`config.mk`:
```
export PLATFORM = sky130hd
export DESIGN_NAME = rsa_rail_strobe_assignment
export DESIGN_NICKNAME = d
export VERILOG_FILES = /design/src/rtl/rsa_pkg.sv /design/src/rtl/rsa_rail_strobe_assignment.sv
export SDC_FILE = /design/constraint.sdc
export NUM_CORES = 1
export LEC_CHECK = 0
export BUFFER_PORTS_ARGS = -buffer_cell sky130_fd_sc_hd__buf_2
export CAP_MARGIN = 20
export CORE_ASPECT_RATIO = 0.9
export CORE_UTILIZATION = 53
export CTS_CLUSTER_SIZE = 28
export DETAILED_ROUTE_END_ITERATION = 12
export PLACE_DENSITY = 0.77
export SLEW_MARGIN = 10
export SYNTH_ARGS = -nofsm -noshare
export SYNTH_HDL_FRONTEND = slang
export SYNTH_SLANG_ARGS = --single-unit
```
`constraint.sdc`:
```
create_clock -name clock -period 4.82 [get_ports clock]
set_input_delay 1.446 -clock clock [delete_from_list [all_inputs] [get_ports clock]]
set_output_delay 1.446 -clock clock [all_outputs]
set_load 0.05 [all_outputs]
```
`src/rtl/rsa_pkg.sv`:
```
// Package of constants for the rail strobe assignment block
package rsa_pkg;
  localparam logic [7:0] BB_B3_SEQ_ADDR = 8'h23;
  localparam logic [7:0] BACKUP_SEQ_ADDR = 8'h24;
  localparam logic [7:0] SW_REG_SEQ_ADDR = 8'h25;
  localparam logic [7:0] BB_B3_SEQ_RESET = 8'h8a;
  localparam logic [7:0] BACKUP_SEQ_RESET = 8'h12;
  localparam logic [7:0] SW_REG_SEQ_RESET = 8'ha7;
  // Field positions (lsb) within their registers
  localparam int BUCKBOOST_LSB = 4;
  localparam int BUCK3_LSB = 0;
  localparam int BACKUP_1V8_LSB = 4;
  localparam int BACKUP_1V0_LSB = 0;
  localparam int LOWV_SWITCH_LSB = 4;
  localparam int LINREG_LSB = 0;
  // Writable bits of the backup register, reserved bits read zero
  localparam logic [7:0] BACKUP_SEQ_MASK = 8'h33;
  // Strobe range for four-bit fields
  localparam logic [3:0] WIDE_STROBE_MIN = 4'h3;
  localparam logic [3:0] WIDE_STROBE_MAX = 4'ha;
  // Two-bit backup field codes
  localparam logic [1:0] BACKUP_AT_STROBE1 = 2'h1;
  localparam logic [1:0] BACKUP_AT_STROBE2 = 2'h2;
  // Gap timing
  localparam int CLOCK_HZ = 10_000_000;
  localparam int GAP_SHORT_MS = 2;
  localparam int GAP_LONG_MS = 5;
  localparam int GAP_SHORT_CYCLES = GAP_SHORT_MS * (CLOCK_HZ / 1000);
  localparam int GAP_LONG_CYCLES = GAP_LONG_MS * (CLOCK_HZ / 1000);
  localparam int GAP_CNT_W = 16;
  typedef enum logic {RSA_GAP_IDLE, RSA_GAP_RUN} rsa_gap_state_t;
endpackage : rsa_pkg

```
`src/rtl/rsa_rail_strobe_assignment.sv`:
```
// Rail strobe assignment registers and per-rail enable control
`timescale 1ns/1ps

module rsa_rail_strobe_assignment #(
  parameter int GAP_SHORT = rsa_pkg::GAP_SHORT_CYCLES, // 2 ms in cycles
  parameter int GAP_LONG = rsa_pkg::GAP_LONG_CYCLES    // 5 ms in cycles
) (
  input wire logic clock,                 // 10 MHz clock
  input wire logic srst,                  // Synchronous reset, active high
  input wire logic [7:0] reg_addr,        // Register subaddress
  input wire logic [7:0] reg_wdata,       // Write data
  input wire logic reg_wr,                // Write strobe
  input wire logic reg_unlocked,          // Password scheme satisfied
  output logic [7:0] reg_rdata,           // Read data, one cycle after address
  input wire logic nvm_load,              // Load pulse from nonvolatile store
  input wire logic [7:0] nvm_bb_b3,       // Stored buck-boost/buck3 value
  input wire logic [7:0] nvm_backup,      // Stored backup value
  input wire logic [7:0] nvm_sw_reg,      // Stored switch/regulator value
  input wire logic freshness_seal_flag,   // 1 once the seal is broken
  input wire logic seq_strobe,            // Strobe pulse from the engine
  input wire logic [3:0] seq_index,       // Strobe number 1 to 10
  input wire logic seq_down,              // Strobe belongs to power-down
  input wire logic gap_start,             // Start a gap timer
  input wire logic gap_delay_bit,         // Delay select for this gap
  output logic gap_done,                  // Gap elapsed, one-cycle pulse
  output logic strobe_skipped,            // Strobe 1 or 2 dropped, pulse
  output logic buckboost_rail_en,         // Buck-boost enable
  output logic buck3_rail_en,             // Third buck enable
  output logic backup_1v0_rail_en,        // Backup 1 V enable
  output logic backup_1v8_rail_en,        // Backup 1.8 V enable
  output logic lowv_load_switch_en,       // Low-voltage switch enable
  output logic linear_regulator_en        // Linear regulator enable
);
  import rsa_pkg::*;

  // Stored configuration
  logic [7:0] buckboost_buck3_sequence_reg;
  logic [7:0] backup_rail_sequence_reg;
  logic [7:0] switch_regulator_sequence_reg;

  // Field views
  logic [3:0] buckboost_strobe_select;
  logic [3:0] buck3_strobe_select;
  logic [1:0] backup_1v8_strobe_select;
  logic [1:0] backup_1v0_strobe_select;
  logic [3:0] lowv_switch_strobe_select;
  logic [3:0] linreg_strobe_select;

  // Strobe qualifiers
  logic low_strobe;
  logic strobe_live;
  logic backup_hold;

  // Gap timer
  rsa_gap_state_t gap_state_reg;
  logic [GAP_CNT_W-1:0] gap_cnt_reg;

  function automatic logic wide_hit(input logic [3:0] field, input logic [3:0] idx);
    wide_hit = (field >= WIDE_STROBE_MIN) && (field <= WIDE_STROBE_MAX) && (field == idx);
  endfunction : wide_hit

  function automatic logic backup_hit(input logic [1:0] field, input logic [3:0] idx);
    backup_hit = ((field == BACKUP_AT_STROBE1) || (field == BACKUP_AT_STROBE2))
                 && ({2'h0, field} == idx);
  endfunction : backup_hit

  assign buckboost_strobe_select = buckboost_buck3_sequence_reg[BUCKBOOST_LSB +: 4];
  assign buck3_strobe_select = buckboost_buck3_sequence_reg[BUCK3_LSB +: 4];

  assign backup_1v8_strobe_select = backup_rail_sequence_reg[BACKUP_1V8_LSB +: 2];
  assign backup_1v0_strobe_select = backup_rail_sequence_reg[BACKUP_1V0_LSB +: 2];

  assign lowv_switch_strobe_select = switch_regulator_sequence_reg[LOWV_SWITCH_LSB +: 4];
  assign linreg_strobe_select = switch_regulator_sequence_reg[LINREG_LSB +: 4];

  // seal gates strobes 1 and 2
  assign low_strobe = (seq_index == 4'h1) || (seq_index == 4'h2);
  assign strobe_live = seq_strobe && !(low_strobe && freshness_seal_flag);

  // backup rails stay on after seal
  assign backup_hold = seq_down && freshness_seal_flag;

  always_ff @(posedge clock) begin
    if (srst) begin
      buckboost_buck3_sequence_reg <= BB_B3_SEQ_RESET;
      backup_rail_sequence_reg <= BACKUP_SEQ_RESET;
      switch_regulator_sequence_reg <= SW_REG_SEQ_RESET;
    end else if (nvm_load) begin
      // Stored image wins over a same-cycle bus write
      buckboost_buck3_sequence_reg <= nvm_bb_b3;
      backup_rail_sequence_reg <= nvm_backup & BACKUP_SEQ_MASK;
      switch_regulator_sequence_reg <= nvm_sw_reg;
    end else if (reg_wr && reg_unlocked) begin
      if (reg_addr == BB_B3_SEQ_ADDR) begin
        buckboost_buck3_sequence_reg <= reg_wdata;
      end
      if (reg_addr == BACKUP_SEQ_ADDR) begin
        backup_rail_sequence_reg <= reg_wdata & BACKUP_SEQ_MASK;
      end
      if (reg_addr == SW_REG_SEQ_ADDR) begin
        switch_regulator_sequence_reg <= reg_wdata;
      end
    end
  end

  // Registered read, unmapped reads zero
  // Data trails the address by one cycle, never by zero
  always_ff @(posedge clock) begin
    if (srst) begin
      reg_rdata <= 8'h00;
    end else begin
      unique case (reg_addr)
        BB_B3_SEQ_ADDR: reg_rdata <= buckboost_buck3_sequence_reg;
        BACKUP_SEQ_ADDR: reg_rdata <= backup_rail_sequence_reg;
        SW_REG_SEQ_ADDR: reg_rdata <= switch_regulator_sequence_reg;
        default: reg_rdata <= 8'h00;
      endcase
    end
  end

  // wide rails follow their strobe, up sets and down clears
  // Out-of-range field never matches, so the rail keeps its state
  always_ff @(posedge clock) begin
    if (srst) begin
      buckboost_rail_en <= 1'b0;
      buck3_rail_en <= 1'b0;
      lowv_load_switch_en <= 1'b0;
      linear_regulator_en <= 1'b0;
    end else if (strobe_live) begin
      if (wide_hit(buckboost_strobe_select, seq_index)) begin
        buckboost_rail_en <= !seq_down;
      end
      if (wide_hit(buck3_strobe_select, seq_index)) begin
        buck3_rail_en <= !seq_down;
      end
      if (wide_hit(lowv_switch_strobe_select, seq_index)) begin
        lowv_load_switch_en <= !seq_down;
      end
      if (wide_hit(linreg_strobe_select, seq_index)) begin
        linear_regulator_en <= !seq_down;
      end
    end
  end

  // backup rails
  // Down strobes ignored once sealed, keeping the backup domain alive
  always_ff @(posedge clock) begin
    if (srst) begin
      backup_1v0_rail_en <= 1'b0;
      backup_1v8_rail_en <= 1'b0;
    end else if (strobe_live && !backup_hold) begin
      if (backup_hit(backup_1v0_strobe_select, seq_index)) begin
        backup_1v0_rail_en <= !seq_down;
      end
      if (backup_hit(backup_1v8_strobe_select, seq_index)) begin
        backup_1v8_rail_en <= !seq_down;
      end
    end
  end

  // report a dropped low strobe
  // Lets the engine move on without waiting for a rail
  always_ff @(posedge clock) begin
    if (srst) begin
      strobe_skipped <= 1'b0;
    end else begin
      strobe_skipped <= seq_strobe && low_strobe && freshness_seal_flag;
    end
  end

  // gap timer, delay bit sampled at start
  // A start while running is ignored, so a gap cannot be stretched
  // Count loads N-1 so gap_done lands N cycles after the start edge
  always_ff @(posedge clock) begin
    if (srst) begin
      gap_state_reg <= RSA_GAP_IDLE;
      gap_cnt_reg <= '0;
      gap_done <= 1'b0;
    end else begin
      gap_done <= 1'b0;
      unique case (gap_state_reg)
        RSA_GAP_IDLE: begin
          if (gap_start) begin
            gap_state_reg <= RSA_GAP_RUN;
            gap_cnt_reg <= gap_delay_bit ? GAP_CNT_W'(GAP_LONG - 1)
                                         : GAP_CNT_W'(GAP_SHORT - 1);
          end
        end
        RSA_GAP_RUN: begin
          if (gap_cnt_reg == '0) begin
            gap_state_reg <= RSA_GAP_IDLE;
            gap_done <= 1'b1;
          end else begin
            gap_cnt_reg <= gap_cnt_reg - 1'b1;
          end
        end
      endcase
    end
  end
endmodule : rsa_rail_strobe_assignment

```
==> results_dict.tcl, run 1 <==
set metrics [dict create \
    boundaryPins 70 \
    buffer_ports.inserted 65 \
    rsz0062_at_grt "false" \
    final_layout_size_suffix_gt1_frac 0.234 \
    final_max_slew_viol_count 0 \
    hold_path.startpoint "lowv_load_switch_en$_SDFFE_PP0P_" \
    std_cell_rows 25 \
    totalNegativeSetupSlack_ns 0 \
    synth.yosys.seq_area_share 0.366 \
    synth_edf_count 0 \
    critPathArrivalTime_ns 3.34 \
    worstSetupStartpointType "input port" \
    power-per-cell-area_nw_per_um2 282 \
    slew_headroom 0.440 \
    nets 435 \
    area_growth_syn_to_layout_pct 14.1 \
    top_reg_cell_synth "sky130_fd_sc_hd__dfxtp_1" \
    outcome "finished, final reports clean" \
    path_cells "buf_2 > or4b_4 > nor4_4 > mux2_2 > mux2i_1 > nor2_1" \
    grt_use_total 0.252 \
    ir_worst_vdd_mv 0.213 \
    timing.hold.worst.class "reg -> reg" \
    cp_slowest_cell "sky130_fd_sc_hd__nor4_4" \
    grt_max_degree 49 \
    synth-seq-cells 53 \
    first_global_vias 2409 \
    timing.hold.ws_ns 0.506 \
    clk_pin_slew_ns 0.10 \
    detailedRoute.firstPassIterationCount 4 \
    hold_viol 0 \
    timing.critical_path.slowest_cell_delay_ns 0.62 \
    maxClockFrequency_mhz 315 \
    htree_num_levels 2 \
    yosysTopAreaCellShare 0.366 \
    worstSetupEndpointType "register" \
    wire_per_inst_um 15.5 \
    post-route-period-util 0.659 \
    timing_worst_slew_pin_value_ns 0.840 \
    holdBufCountCts 0 \
    post-synth-top-area-cell "sky130_fd_sc_hd__dfxtp_1" \
    critical_path.startpoint "reg_addr[4]" \
    route.final.wire_length_um 6920 \
    max_cap_violations 0 \
    clock_tree_from_tritoncts "done" \
    core_area_um2 5260 \
    yosys_warnings 0 \
    clk-insertion-delay-late_ns 0.30 \
    globalplace.congestion 0.884 \
    detail-route-antenna-nets 0 \
    drt_iter0_markers 187 \
    grt_overflow_total 0 \
    die_area_um2 5770 \
    sum_of_internal_switching_and_leakage_power_w 0.000933 \
    finalCriticalPeriod_ns 3.17 \
    post_synth_inst_count 324 \
    cp_data_required_time_ns 4.98 \
    clock_tree.root_cell "sky130_fd_sc_hd__clkbuf_8" \
    rr_startpoint "gap_cnt_reg[0]$_SDFFE_PP0P_" \
    route.detailed.drc 0 \
    antenna_violations_before_repair 0 \
    syn-num-nets 379 \
    synth_area_per_cell_um2 8.94 \
    synth_area_um2 2900 \
    route.vias.total 2657 \
    die_h_um 72.1 \
    finClkSkew_ns 0.00873 \
    synth.top_cells.by_area "sky130_fd_sc_hd__dfxtp_1 37%, sky130_fd_sc_hd__mux2i_1 8.6%, sky130_fd_sc_hd__nor2_1 6.0%" \
    critPathKind "in -> reg" \
    n_antenna_cell 0 \
    cts.path.max_buffers 2 \
    cts.sink_count 53 \
    critical_path.max_fanout 8 \
    post-cts-setup-buffer-count 0 \
    cts_made_buffers 5 \
    hpwl_um 5110 \
    starting_density_of_the_core 0.551 \
    via_per_inst 5.94 \
    synth_cell_type_count 57 \
    cts_resized 0 \
    setup_viol_count_final 0 \
    power_leakage_nw 1.30 \
    largest_register_ffs 16 \
    die_span_in_x_um 79.9 \
    wire_length_of_the_first_global_routing_pass_um 11300 \
    synth_async_sr_flop_share 0 \
]
layout by cell type, fill, tap and decap left out, types with 6 or more instances in the layout:
cell and instances:
sky130_fd_sc_hd__buf_2 65, sky130_fd_sc_hd__dfxtp_1 53, sky130_fd_sc_hd__nor2_1 46, sky130_fd_sc_hd__a21oi_1 28, sky130_fd_sc_hd__mux2i_1 25, sky130_fd_sc_hd__xnor2_1 13
sky130_fd_sc_hd__inv_1 10, sky130_fd_sc_hd__nor3b_1 10, sky130_fd_sc_hd__nor3_1 10, sky130_fd_sc_hd__mux2_2 10, sky130_fd_sc_hd__a22oi_1 8, sky130_fd_sc_hd__nand3_1 6
sky130_fd_sc_hd__a31oi_1 6, sky130_fd_sc_hd__o21ai_0 6, sky130_fd_sc_hd__clkbuf_8 6
synthesized netlist by cell type (2+ instances only):
cell type,number
sky130_fd_sc_hd__dfxtp_1,53
sky130_fd_sc_hd__nor2_1,46
sky130_fd_sc_hd__a21oi_1,28
sky130_fd_sc_hd__mux2i_1,25
sky130_fd_sc_hd__xnor2_1,13
sky130_fd_sc_hd__clkbuf_1,10
sky130_fd_sc_hd__inv_1,10
sky130_fd_sc_hd__mux2_2,10
sky130_fd_sc_hd__nor3_1,10
sky130_fd_sc_hd__nor3b_1,10
sky130_fd_sc_hd__a22oi_1,8
sky130_fd_sc_hd__a31oi_1,6
sky130_fd_sc_hd__nand3_1,6
sky130_fd_sc_hd__o21ai_0,6
sky130_fd_sc_hd__a211oi_1,5
sky130_fd_sc_hd__and2_1,5
sky130_fd_sc_hd__nand2_1,5
sky130_fd_sc_hd__o211ai_1,5
sky130_fd_sc_hd__a2bb2oi_1,4
sky130_fd_sc_hd__nand2b_1,4
sky130_fd_sc_hd__or4_1,4
sky130_fd_sc_hd__and3_1,3
sky130_fd_sc_hd__nor2b_1,3
sky130_fd_sc_hd__o31ai_1,3
sky130_fd_sc_hd__or3_1,3
sky130_fd_sc_hd__xor2_1,3
sky130_fd_sc_hd__a2111oi_0,2
sky130_fd_sc_hd__nor4_1,2
sky130_fd_sc_hd__nor4_4,2
sky130_fd_sc_hd__nor4b_4,2
sky130_fd_sc_hd__nor4bb_1,2
path summary, 6_finish.rpt:
path	slack (ns)	endpoint	cells past startpoint
worst min-delay path	0.51	lowv_load_switch_en$_SDFFE_PP0P_	2
worst max register to register	2.23	gap_cnt_reg[9]$_SDFFE_PP0P_	7
worst max-delay path	1.65	switch_regulator_sequence_reg[3]$_SDFFE_PP0P_	6
worst min register to register	0.51	lowv_load_switch_en$_SDFFE_PP0P_	2
kinds of logic after synthesis:
group,after synthesis,synth area share
xor gates and xnor gates,16,0.0484
DFF,53,0.366
buffers and inverters,26,0.0445
AOI/OAI and AO/OA,77,0.172
muxes,35,0.125
and+or+nand+nor,116,0.239
adders and majority gates,1,0.00432
final cells by class:
class	instances	area (µm²)
clock buffer	6	82.6
timing repair buffer	65	325
tap	67	83.8
fill	481	1950
sequential	53	1060
multi-input combinational	245	1710
inverter	10	37.5
clock inverter	1	7.51
power by group:
group	switching, W	internal, W	leakage (nW)	total (W)
Combinational	0.000102	0.0000790	0.824	0.000181
Clock	0.000144	0.000114	0.0433	0.000258
Sequential	0.0000319	0.000462	0.435	0.000494
stage by stage:
stage / cells / worst slack [ns] / util / cell area (µm²)
floorplan: 324 / 1.63 / - / 2900
global placement: 440 / 1.33 / 0.612 / 3210
detailed placement: 440 / 1.33 / 0.612 / 3210
CTS: 447 / 1.66 / 0.629 / 3300
global route: 447 / 1.57 / 0.629 / 3300
finish: 447 / 1.65 / 0.629 / 3300
critical path: cells and delay by family:
family / cells / cell delay (ns)
buffers and inverters: 1 / 0.10
multiplexers: 2 / 0.54
AND/OR/NAND/NOR: 3 / 1.25
layer usage:
| metal | GRT usage | vias to the layer above | share of wire |
|---|---|---|---|
| met3 | 0.0516 | 17 | 0.080 |
| met1 | 0.351 | 1237 | 0.45 |
| li1 | - | 1305 | - |
| met2 | 0.392 | 98 | 0.45 |
| met4 | 0.0774 | 0 | 0.021 |
| met5 | 0 | - | 0 |
(Power assumes the default switching activity.)
==> run 2, diff against run 1 <==
--- a/config.mk
+++ b/config.mk
@@ -5,6 +5,7 @@
 export SDC_FILE = /design/constraint.sdc
 export NUM_CORES = 1
 export LEC_CHECK = 0
+export ABC_AREA = 1
 export BUFFER_PORTS_ARGS = -buffer_cell sky130_fd_sc_hd__buf_2
 export CAP_MARGIN = 20
 export CORE_ASPECT_RATIO = 0.9
==> constraint.sdc (replaced) <==
create_clock -name clock -period 3.3 [get_ports clock]
set_input_delay 0.99 -clock clock [delete_from_list [all_inputs] [get_ports clock]]
set_output_delay 0.99 -clock clock [all_outputs]
set_load 0.05 [all_outputs]
==> run 2 against run 1 <==
Net effect: non-clock buffer count rose by 1; clock power grew 71%; synthesized cell count up 42%; combinational power increased by 99%; utilization increased by 2.3 points; first-iteration DRC count rose by 50%; highest routed layer unchanged; hold slack worse by 0.038 ns.
==> results_dict.tcl, run 2 <==
set metrics [dict create \
    globalplace.congestion 0.882 \
    drt_iter0_markers 281 \
    final_max_slew_viol_count 0 \
    final_common_cell "sky130_fd_sc_hd__nand2_1" \
    power-per-cell-area_nw_per_um2 435 \
    totalNegativeSetupSlack_ns 0 \
    synth_area_per_cell_um2 6.61 \
    leading_cell_type_by_number_of_instances_after_synthesis "sky130_fd_sc_hd__nand2_1" \
    wire_length_of_the_first_global_routing_pass_um 12500 \
    post_synth_inst_count 461 \
    min_delay_path_depth 2 \
    cts_resized 0 \
    clock_tree.root_cell "sky130_fd_sc_hd__clkbuf_8" \
    maxClockFrequency_mhz 494 \
    route.vias.total 3164 \
    starting_density_of_the_core 0.567 \
    setup_viol_count_final 0 \
    cts_made_buffers 5 \
    synth_async_sr_flop_share 0 \
    critPathKind "in -> reg" \
    holdBufCountCts 0 \
    outcome "finished, final reports clean" \
    detail-route-antenna-nets 0 \
    hpwl_um 5830 \
    rr_startpoint "gap_state_reg$_SDFF_PP0_" \
    finClkSkew_ns 0.0119 \
    route.final.wire_length_um 7630 \
    wire_per_inst_um 13.0 \
    critical_path.max_fanout 27 \
    clk_pin_slew_ns 0.10 \
    slew_headroom 0.586 \
    cp.buffers_inverters 2 \
    via_per_inst 5.38 \
    synth_area_um2 3050 \
    hold_viol 0 \
    ir_worst_vdd_mv 0.312 \
    cts.path.max_buffers 2 \
    worstSetupEndpointType "register" \
    n_antenna_cell 0 \
    clock_tree_from_tritoncts "done" \
    post-synth-top-area-cell "sky130_fd_sc_hd__dfxtp_1" \
    top_reg_cell_synth "sky130_fd_sc_hd__dfxtp_1" \
    clk-insertion-delay-late_ns 0.31 \
    worstSetupStartpointType "input port" \
    critPathTopFamily "buffers and inverters" \
    cp_common_cell "sky130_fd_sc_hd__nand2_1" \
    area_growth_syn_to_layout_pct 15.0 \
    route.detailed.drc 0 \
    synth_cell_type_count 38 \
    cp_slowest_cell "sky130_fd_sc_hd__clkinv_1" \
    htree_num_levels 2 \
    rsz0062_at_grt "false" \
    critical_path.startpoint "nvm_load" \
    cp_num_cells 6 \
    timing.critical_path.slowest_cell_delay_ns 0.40 \
    critical_path_capture_point "backup_rail_sequence_reg[5]$_SDFFE_PP0P_" \
    most_used_cells_in_the_layout_excluding_fill_and_tap_cells "122 x sky130_fd_sc_hd__nand2_1, 65 x sky130_fd_sc_hd__buf_2, 53 x sky130_fd_sc_hd__dfxtp_1" \
    grt_overflow_total 0 \
    cts.sink_count 53 \
    path_cells "buf_2 > clkinv_1 > nand2_1 > nand2_1 > o21ai_0 > a21oi_1" \
    rrSetupSlack_ns 1.48 \
    yosysTopAreaCellShare 0.348 \
    die_span_in_x_um 82.0 \
    antenna_violations_before_repair 0 \
    synth.yosys.seq_area_share 0.348 \
    boundaryPins 70 \
    post-cts-setup-buffer-count 0 \
    cp_data_required_time_ns 3.49 \
    power_leakage_nw 1.68 \
    std_cell_rows 25 \
    first_global_vias 2677 \
    post-route-period-util 0.613 \
    grt_use_total 0.271 \
    final_layout_size_suffix_gt1_frac 0.198 \
    timing.hold.ws_ns 0.468 \
    timing_worst_slew_pin_value_ns 0.619 \
    finalCriticalPeriod_ns 2.02 \
    timing.hold.worst.class "reg -> reg" \
    timing.reg2reg.worst_path_depth 5 \
    yosys_warnings 0 \
    largest_register_ffs 16 \
    critPathArrivalTime_ns 2.21 \
    nets 575 \
    core_area_um2 5380 \
    synth_edf_count 0 \
    buffer_ports.inserted 65 \
    die_area_um2 6060 \
    die_h_um 74.0 \
    max_cap_violations 0 \
    syn-num-nets 516 \
    synth.top_cells.by_area "sky130_fd_sc_hd__dfxtp_1 35%, sky130_fd_sc_hd__nand2_1 15%, sky130_fd_sc_hd__a21oi_1 7.2%" \
    grt_max_degree 40 \
    detailedRoute.firstPassIterationCount 5 \
    worst_r2r_endpoint "gap_cnt_reg[15]$_SDFFE_PP0P_" \
    synth-seq-cells 53 \
    netlist_top_cells_count "122 x sky130_fd_sc_hd__nand2_1, 53 x sky130_fd_sc_hd__dfxtp_1, 48 x sky130_fd_sc_hd__inv_1, 44 x sky130_fd_sc_hd__a21oi_1, 43 x sky130_fd_sc_hd__nor2_1" \
]
## run 2: cell count changes in the layout (fill, tap and decap cells not counted), sizes merged, moves of 6 or more
cell	before	now
nand2	5	131
inv	10	54
nand3	6	44
mux2i	25	0
a21oi	28	44
xnor2	13	1
xor2	3	14
nor3b	10	0
o21ai	7	17
mux2	10	1
a22oi	8	0
nand4	1	7
o221ai	0	6
## run 2: cell families (layout without fill, tap and decap cells)
logic type,Yosys count,after routing,share of synthesized area
compound gates,79,79,0.147
xor+xnor,15,15,0.0431
fa+ha+maj,1,1,0.00410
buf+inv,69,129,0.0907
flops,53,53,0.348
mux,1,1,0.00369
simple gates,243,243,0.363
## run 2: routing by layer
metal  GRT usage  part of all wire  wire (µm)
met2       0.389              0.41       3140
met5           0                 0          0
met4      0.0741            0.0080         61
met1       0.418              0.51       3890
met3      0.0380             0.070        534
## run 2: report_power, final
group          total [W]  switching [W]  internal (W)
sequential      0.000725      0.0000452      0.000680
combinational   0.000361       0.000230      0.000132
clock           0.000441       0.000213      0.000228
total            0.00153       0.000488       0.00104
## run 2: final cells by class
cell class                 instances  area [µm²]
tap                               67        83.8
sequential                        53        1060
timing repair buffer              66         333
inverter                          55         206
clock inverter                     2        38.8
multi-input combinational        339        1710
fill                             522        1870
clock buffer                       6        72.6
## run 2: worst min-delay path by stage
stage	startpoint	endpoint	slack, ns
after floorplan	backup_rail_sequence_reg[0]$_SDFFE_PP0P_	backup_rail_sequence_reg[0]$_SDFFE_PP0P_	0.44
after global placement	buckboost_rail_en$_SDFFE_PP0P_	buckboost_rail_en$_SDFFE_PP0P_	0.45
after detailed placement	lowv_load_switch_en$_SDFFE_PP0P_	lowv_load_switch_en$_SDFFE_PP0P_	0.45
after global routing	lowv_load_switch_en$_SDFFE_PP0P_	lowv_load_switch_en$_SDFFE_PP0P_	0.49
final	lowv_load_switch_en$_SDFFE_PP0P_	lowv_load_switch_en$_SDFFE_PP0P_	0.47
after CTS	lowv_load_switch_en$_SDFFE_PP0P_	lowv_load_switch_en$_SDFFE_PP0P_	0.47
## run 2: stage by stage
step / utilization / instance area (µm²) / total power (W) / setup WS (ns) / std cells
6_report: 0.652 / 3510 / 0.00153 / 1.28 / 588
5_1_grt: 0.652 / 3510 / 0.00161 / 1.09 / 588
4_1_cts: 0.652 / 3510 / 0.00153 / 1.30 / 588
3_5_place_dp: 0.631 / 3400 / 0.00110 / 0.958 / 580
3_3_place_gp: 0.631 / 3400 / 0.00108 / 0.999 / 580
2_1_floorplan: - / 3050 / 0.00100 / 1.38 / 461
## run 2: worst reg2reg max path, delay by kind of cell, from the launching register on
kind	cells	cell delay (ns)
simple gates	3	0.59
compound gates	1	0.19
buf+inv	1	0.22
flops	1	0.72
==> run 3, diff against run 2 <==
--- a/config.mk
+++ b/config.mk
@@ -5,7 +5,7 @@
 export SDC_FILE = /design/constraint.sdc
 export NUM_CORES = 1
 export LEC_CHECK = 0
-export ABC_AREA = 1
+export ABC_AREA = 0
 export BUFFER_PORTS_ARGS = -buffer_cell sky130_fd_sc_hd__buf_2
 export CAP_MARGIN = 20
 export CORE_ASPECT_RATIO = 0.9
==> constraint.sdc (replaced) <==
create_clock -name clock -period 2 [get_ports clock]
set_input_delay 0.6 -clock clock [delete_from_list [all_inputs] [get_ports clock]]
set_output_delay 0.6 -clock clock [all_outputs]
set_load 0.05 [all_outputs]
==> run 3 against run 2 <==
Net effect: the run now ends with setup timing left; routed wire length is 0.75% lower; via count is 9.4% lower; critical path depth is 1 higher; clock skew is 0.0012 ns lower; cell count is 17% lower; sequential share of layout area is 1.7 points lower; sequential power is 64% higher; hold slack better by 0.032 ns; utilization is 5.8 points higher; cell area is 6.4% higher; die area is 4.9% lower; combinational power is 47% higher; critical path type unchanged; critical endpoint is now buckboost_buck3_sequence_reg[4]$_SDFFE_PP0P_.
==> results_dict.tcl, run 3 (synthesis gave the netlist of run 1 again) <==
set metrics [dict create \
    critPathArrivalTime_ns 2.24 \
    clk_pin_slew_ns 0.09 \
    clock_tree_from_tritoncts "done" \
    cts_made_buffers 5 \
    htree_num_levels 2 \
    fillers 390 \
    critPathKind "in -> reg" \
    final_common_cell "sky130_fd_sc_hd__buf_2" \
    final_max_slew_viol_count 0 \
    rr_startpoint "gap_cnt_reg[7]$_SDFFE_PP0P_" \
    wire_length_of_the_first_global_routing_pass_um 11900 \
    die_area_um2 5770 \
    totalNegativeSetupSlack_ns -0.0871 \
    buffer_ports.inserted 65 \
    route.detailed.drc 0 \
    power_leakage_nw 1.55 \
    n_antenna_cell 0 \
    worst_r2r_endpoint "gap_cnt_reg[2]$_SDFFE_PP0P_" \
    nets 473 \
    timing.reg2reg.worst_path_depth 8 \
    timing_worst_slew_pin_value_ns 0.598 \
    detail-route-antenna-nets 0 \
    rrSetupSlack_ns 0.10 \
    hold-path-endpoint "buck3_rail_en$_SDFFE_PP0P_" \
    violations "setup timing" \
    area_growth_syn_to_layout_pct 28.8 \
    route.vias.total 2866 \
    timing.hold.worst.class "reg -> reg" \
    critical_path.max_fanout 6 \
    final_layout_size_suffix_gt1_frac 0.334 \
    die_span_in_x_um 79.9 \
    rsz0062_at_grt "true" \
    starting_density_of_the_core 0.551 \
    finalCriticalPeriod_ns 2.04 \
    route.final.wire_length_um 7580 \
    cts.sink_count 53 \
    slew_headroom 0.601 \
    max_cap_violations 0 \
    cp_data_required_time_ns 2.21 \
    holdBufCountCts 0 \
    outcome "finished, violations left" \
    ir_worst_vdd_mv 0.426 \
    via_per_inst 5.90 \
    postPlaceCellArea_um2 3450 \
    sum_of_internal_switching_and_leakage_power_w 0.00259 \
    maxClockFrequency_mhz 491 \
    detailedRoute.firstPassIterationCount 5 \
    std_cell_rows 25 \
    drt_iter0_markers 218 \
    hold_path.startpoint "buck3_rail_en$_SDFFE_PP0P_" \
    setup_viol_count_final 5 \
    globalplace.congestion 0.895 \
    core_area_um2 5260 \
    grt_max_degree 20 \
    grt_use_total 0.265 \
    clk-insertion-delay-late_ns 0.31 \
    power-per-cell-area_nw_per_um2 694 \
    setup_slack_ns -0.0357 \
    cts.path.max_buffers 2 \
    largest_register_ffs 16 \
    grt_overflow_total 0 \
    die_h_um 72.1 \
    min_delay_path_depth 2 \
    hpwl_um 5590 \
    clock_tree.root_cell "sky130_fd_sc_hd__clkbuf_8" \
    finClkSkew_ns 0.0107 \
    worstSetupStartpointType "input port" \
    wire_per_inst_um 15.6 \
    fin_util 0.710 \
    finalInstanceArea_um2 3730 \
    boundaryPins 70 \
    first_global_vias 2479 \
    worstSetupEndpointType "register" \
    most_used_cells_in_the_layout_excluding_fill_and_tap_cells "64 x sky130_fd_sc_hd__buf_2, 50 x sky130_fd_sc_hd__dfxtp_1, 46 x sky130_fd_sc_hd__nor2_1" \
    hold_viol 0 \
    antenna_violations_before_repair 0 \
    post-route-period-util 1.02 \
]
==> run 3: cell count changes in the layout (fill, tap and decap cells not counted), sizes merged, moves of 12 or more <==
cell / previous run / this run
inv: 54 / 10
buf: 66 / 103
mux2i: 0 / 25
a21oi: 44 / 28
nand3: 44 / 6
xnor2: 1 / 13
nand2: 131 / 5
==> run 3: worst max-delay path, stage by stage <==
cell,delay [ns]
sky130_fd_sc_hd__buf_6,0.09
sky130_fd_sc_hd__or4b_4,0.58
sky130_fd_sc_hd__nor4b_4,0.29
sky130_fd_sc_hd__buf_6,0.18
sky130_fd_sc_hd__mux2_2,0.33
sky130_fd_sc_hd__mux2i_1,0.12
sky130_fd_sc_hd__nor2_1,0.05
==> run 3: layer usage <==
| layer | GRT usage | vias up | routed length, µm |
|---|---|---|---|
| met2 | 0.412 | 132 | 3450 |
| met5 | 0 | - | 0 |
| met1 | 0.384 | 1335 | 3390 |
| met3 | 0.0453 | 21 | 611 |
| met4 | 0.0615 | 0 | 133 |
| li1 | - | 1378 | - |
==> run 3: cell type report <==
cell class,count,area [µm²],area share
clock inverters,3,65.1,0.0174
clock buffers,5,68.8,0.0185
flip-flops and latches,53,1060,0.285
well taps,67,83.8,0.0225
inverters,10,37.5,0.0101
multi-input cells,245,1790,0.479
repair buffers,103,624,0.167
==> run 3: worst max path at each step <==
| stage | startpoint | endpoint | slack, ns | depth (start not counted) |
|---|---|---|---|---|
| 2_1_floorplan | reg_addr[4] | switch_regulator_sequence_reg[3]$_SDFFE_PP0P_ | -0.34 | 5 |
| 3_5_place_dp | reg_addr[4] | buckboost_buck3_sequence_reg[5]$_SDFFE_PP0P_ | -0.42 | 7 |
| 4_1_cts | reg_addr[4] | buckboost_buck3_sequence_reg[2]$_SDFFE_PP0P_ | -0.03 | 7 |
| 5_1_grt | reg_addr[4] | buckboost_buck3_sequence_reg[2]$_SDFFE_PP0P_ | -0.08 | 7 |
| 6_report | reg_addr[4] | buckboost_buck3_sequence_reg[4]$_SDFFE_PP0P_ | -0.04 | 7 |
| 3_3_place_gp | reg_addr[4] | buckboost_buck3_sequence_reg[0]$_SDFFE_PP0P_ | -0.37 | 7 |
==> run 3: power by group <==
group / switching [W] / leakage (nW) / total (W) / internal, W
registers: 0.0000790 / 0.436 / 0.00119 / 0.00111
clock network: 0.000364 / 0.0681 / 0.000862 / 0.000497
logic: 0.000273 / 1.05 / 0.000531 / 0.000258
total: 0.000717 / 1.55 / 0.00259 / 0.00187
==> run 3: metrics by stage <==
| step | worst slack [ns] | cells | hold WS [ns] |
|---|---|---|---|
| 2_1_floorplan | -0.341 | 324 | 0.460 |
| 3_3_place_gp | -0.371 | 470 | 0.481 |
| 3_5_place_dp | -0.422 | 470 | 0.483 |
| 4_1_cts | -0.0324 | 481 | 0.501 |
| 5_1_grt | -0.0848 | 486 | 0.520 |
| 6_report | -0.0357 | 486 | 0.500 |
==> run 3: what timing repair did <==
action | 4_1_cts | 5_1_grt
setup buffers | 3 | 5
pin swaps | 1 | 6
setup endpoints to repair | 11 | 19
resized for setup | 7 | 16
cloned | 0 | 0
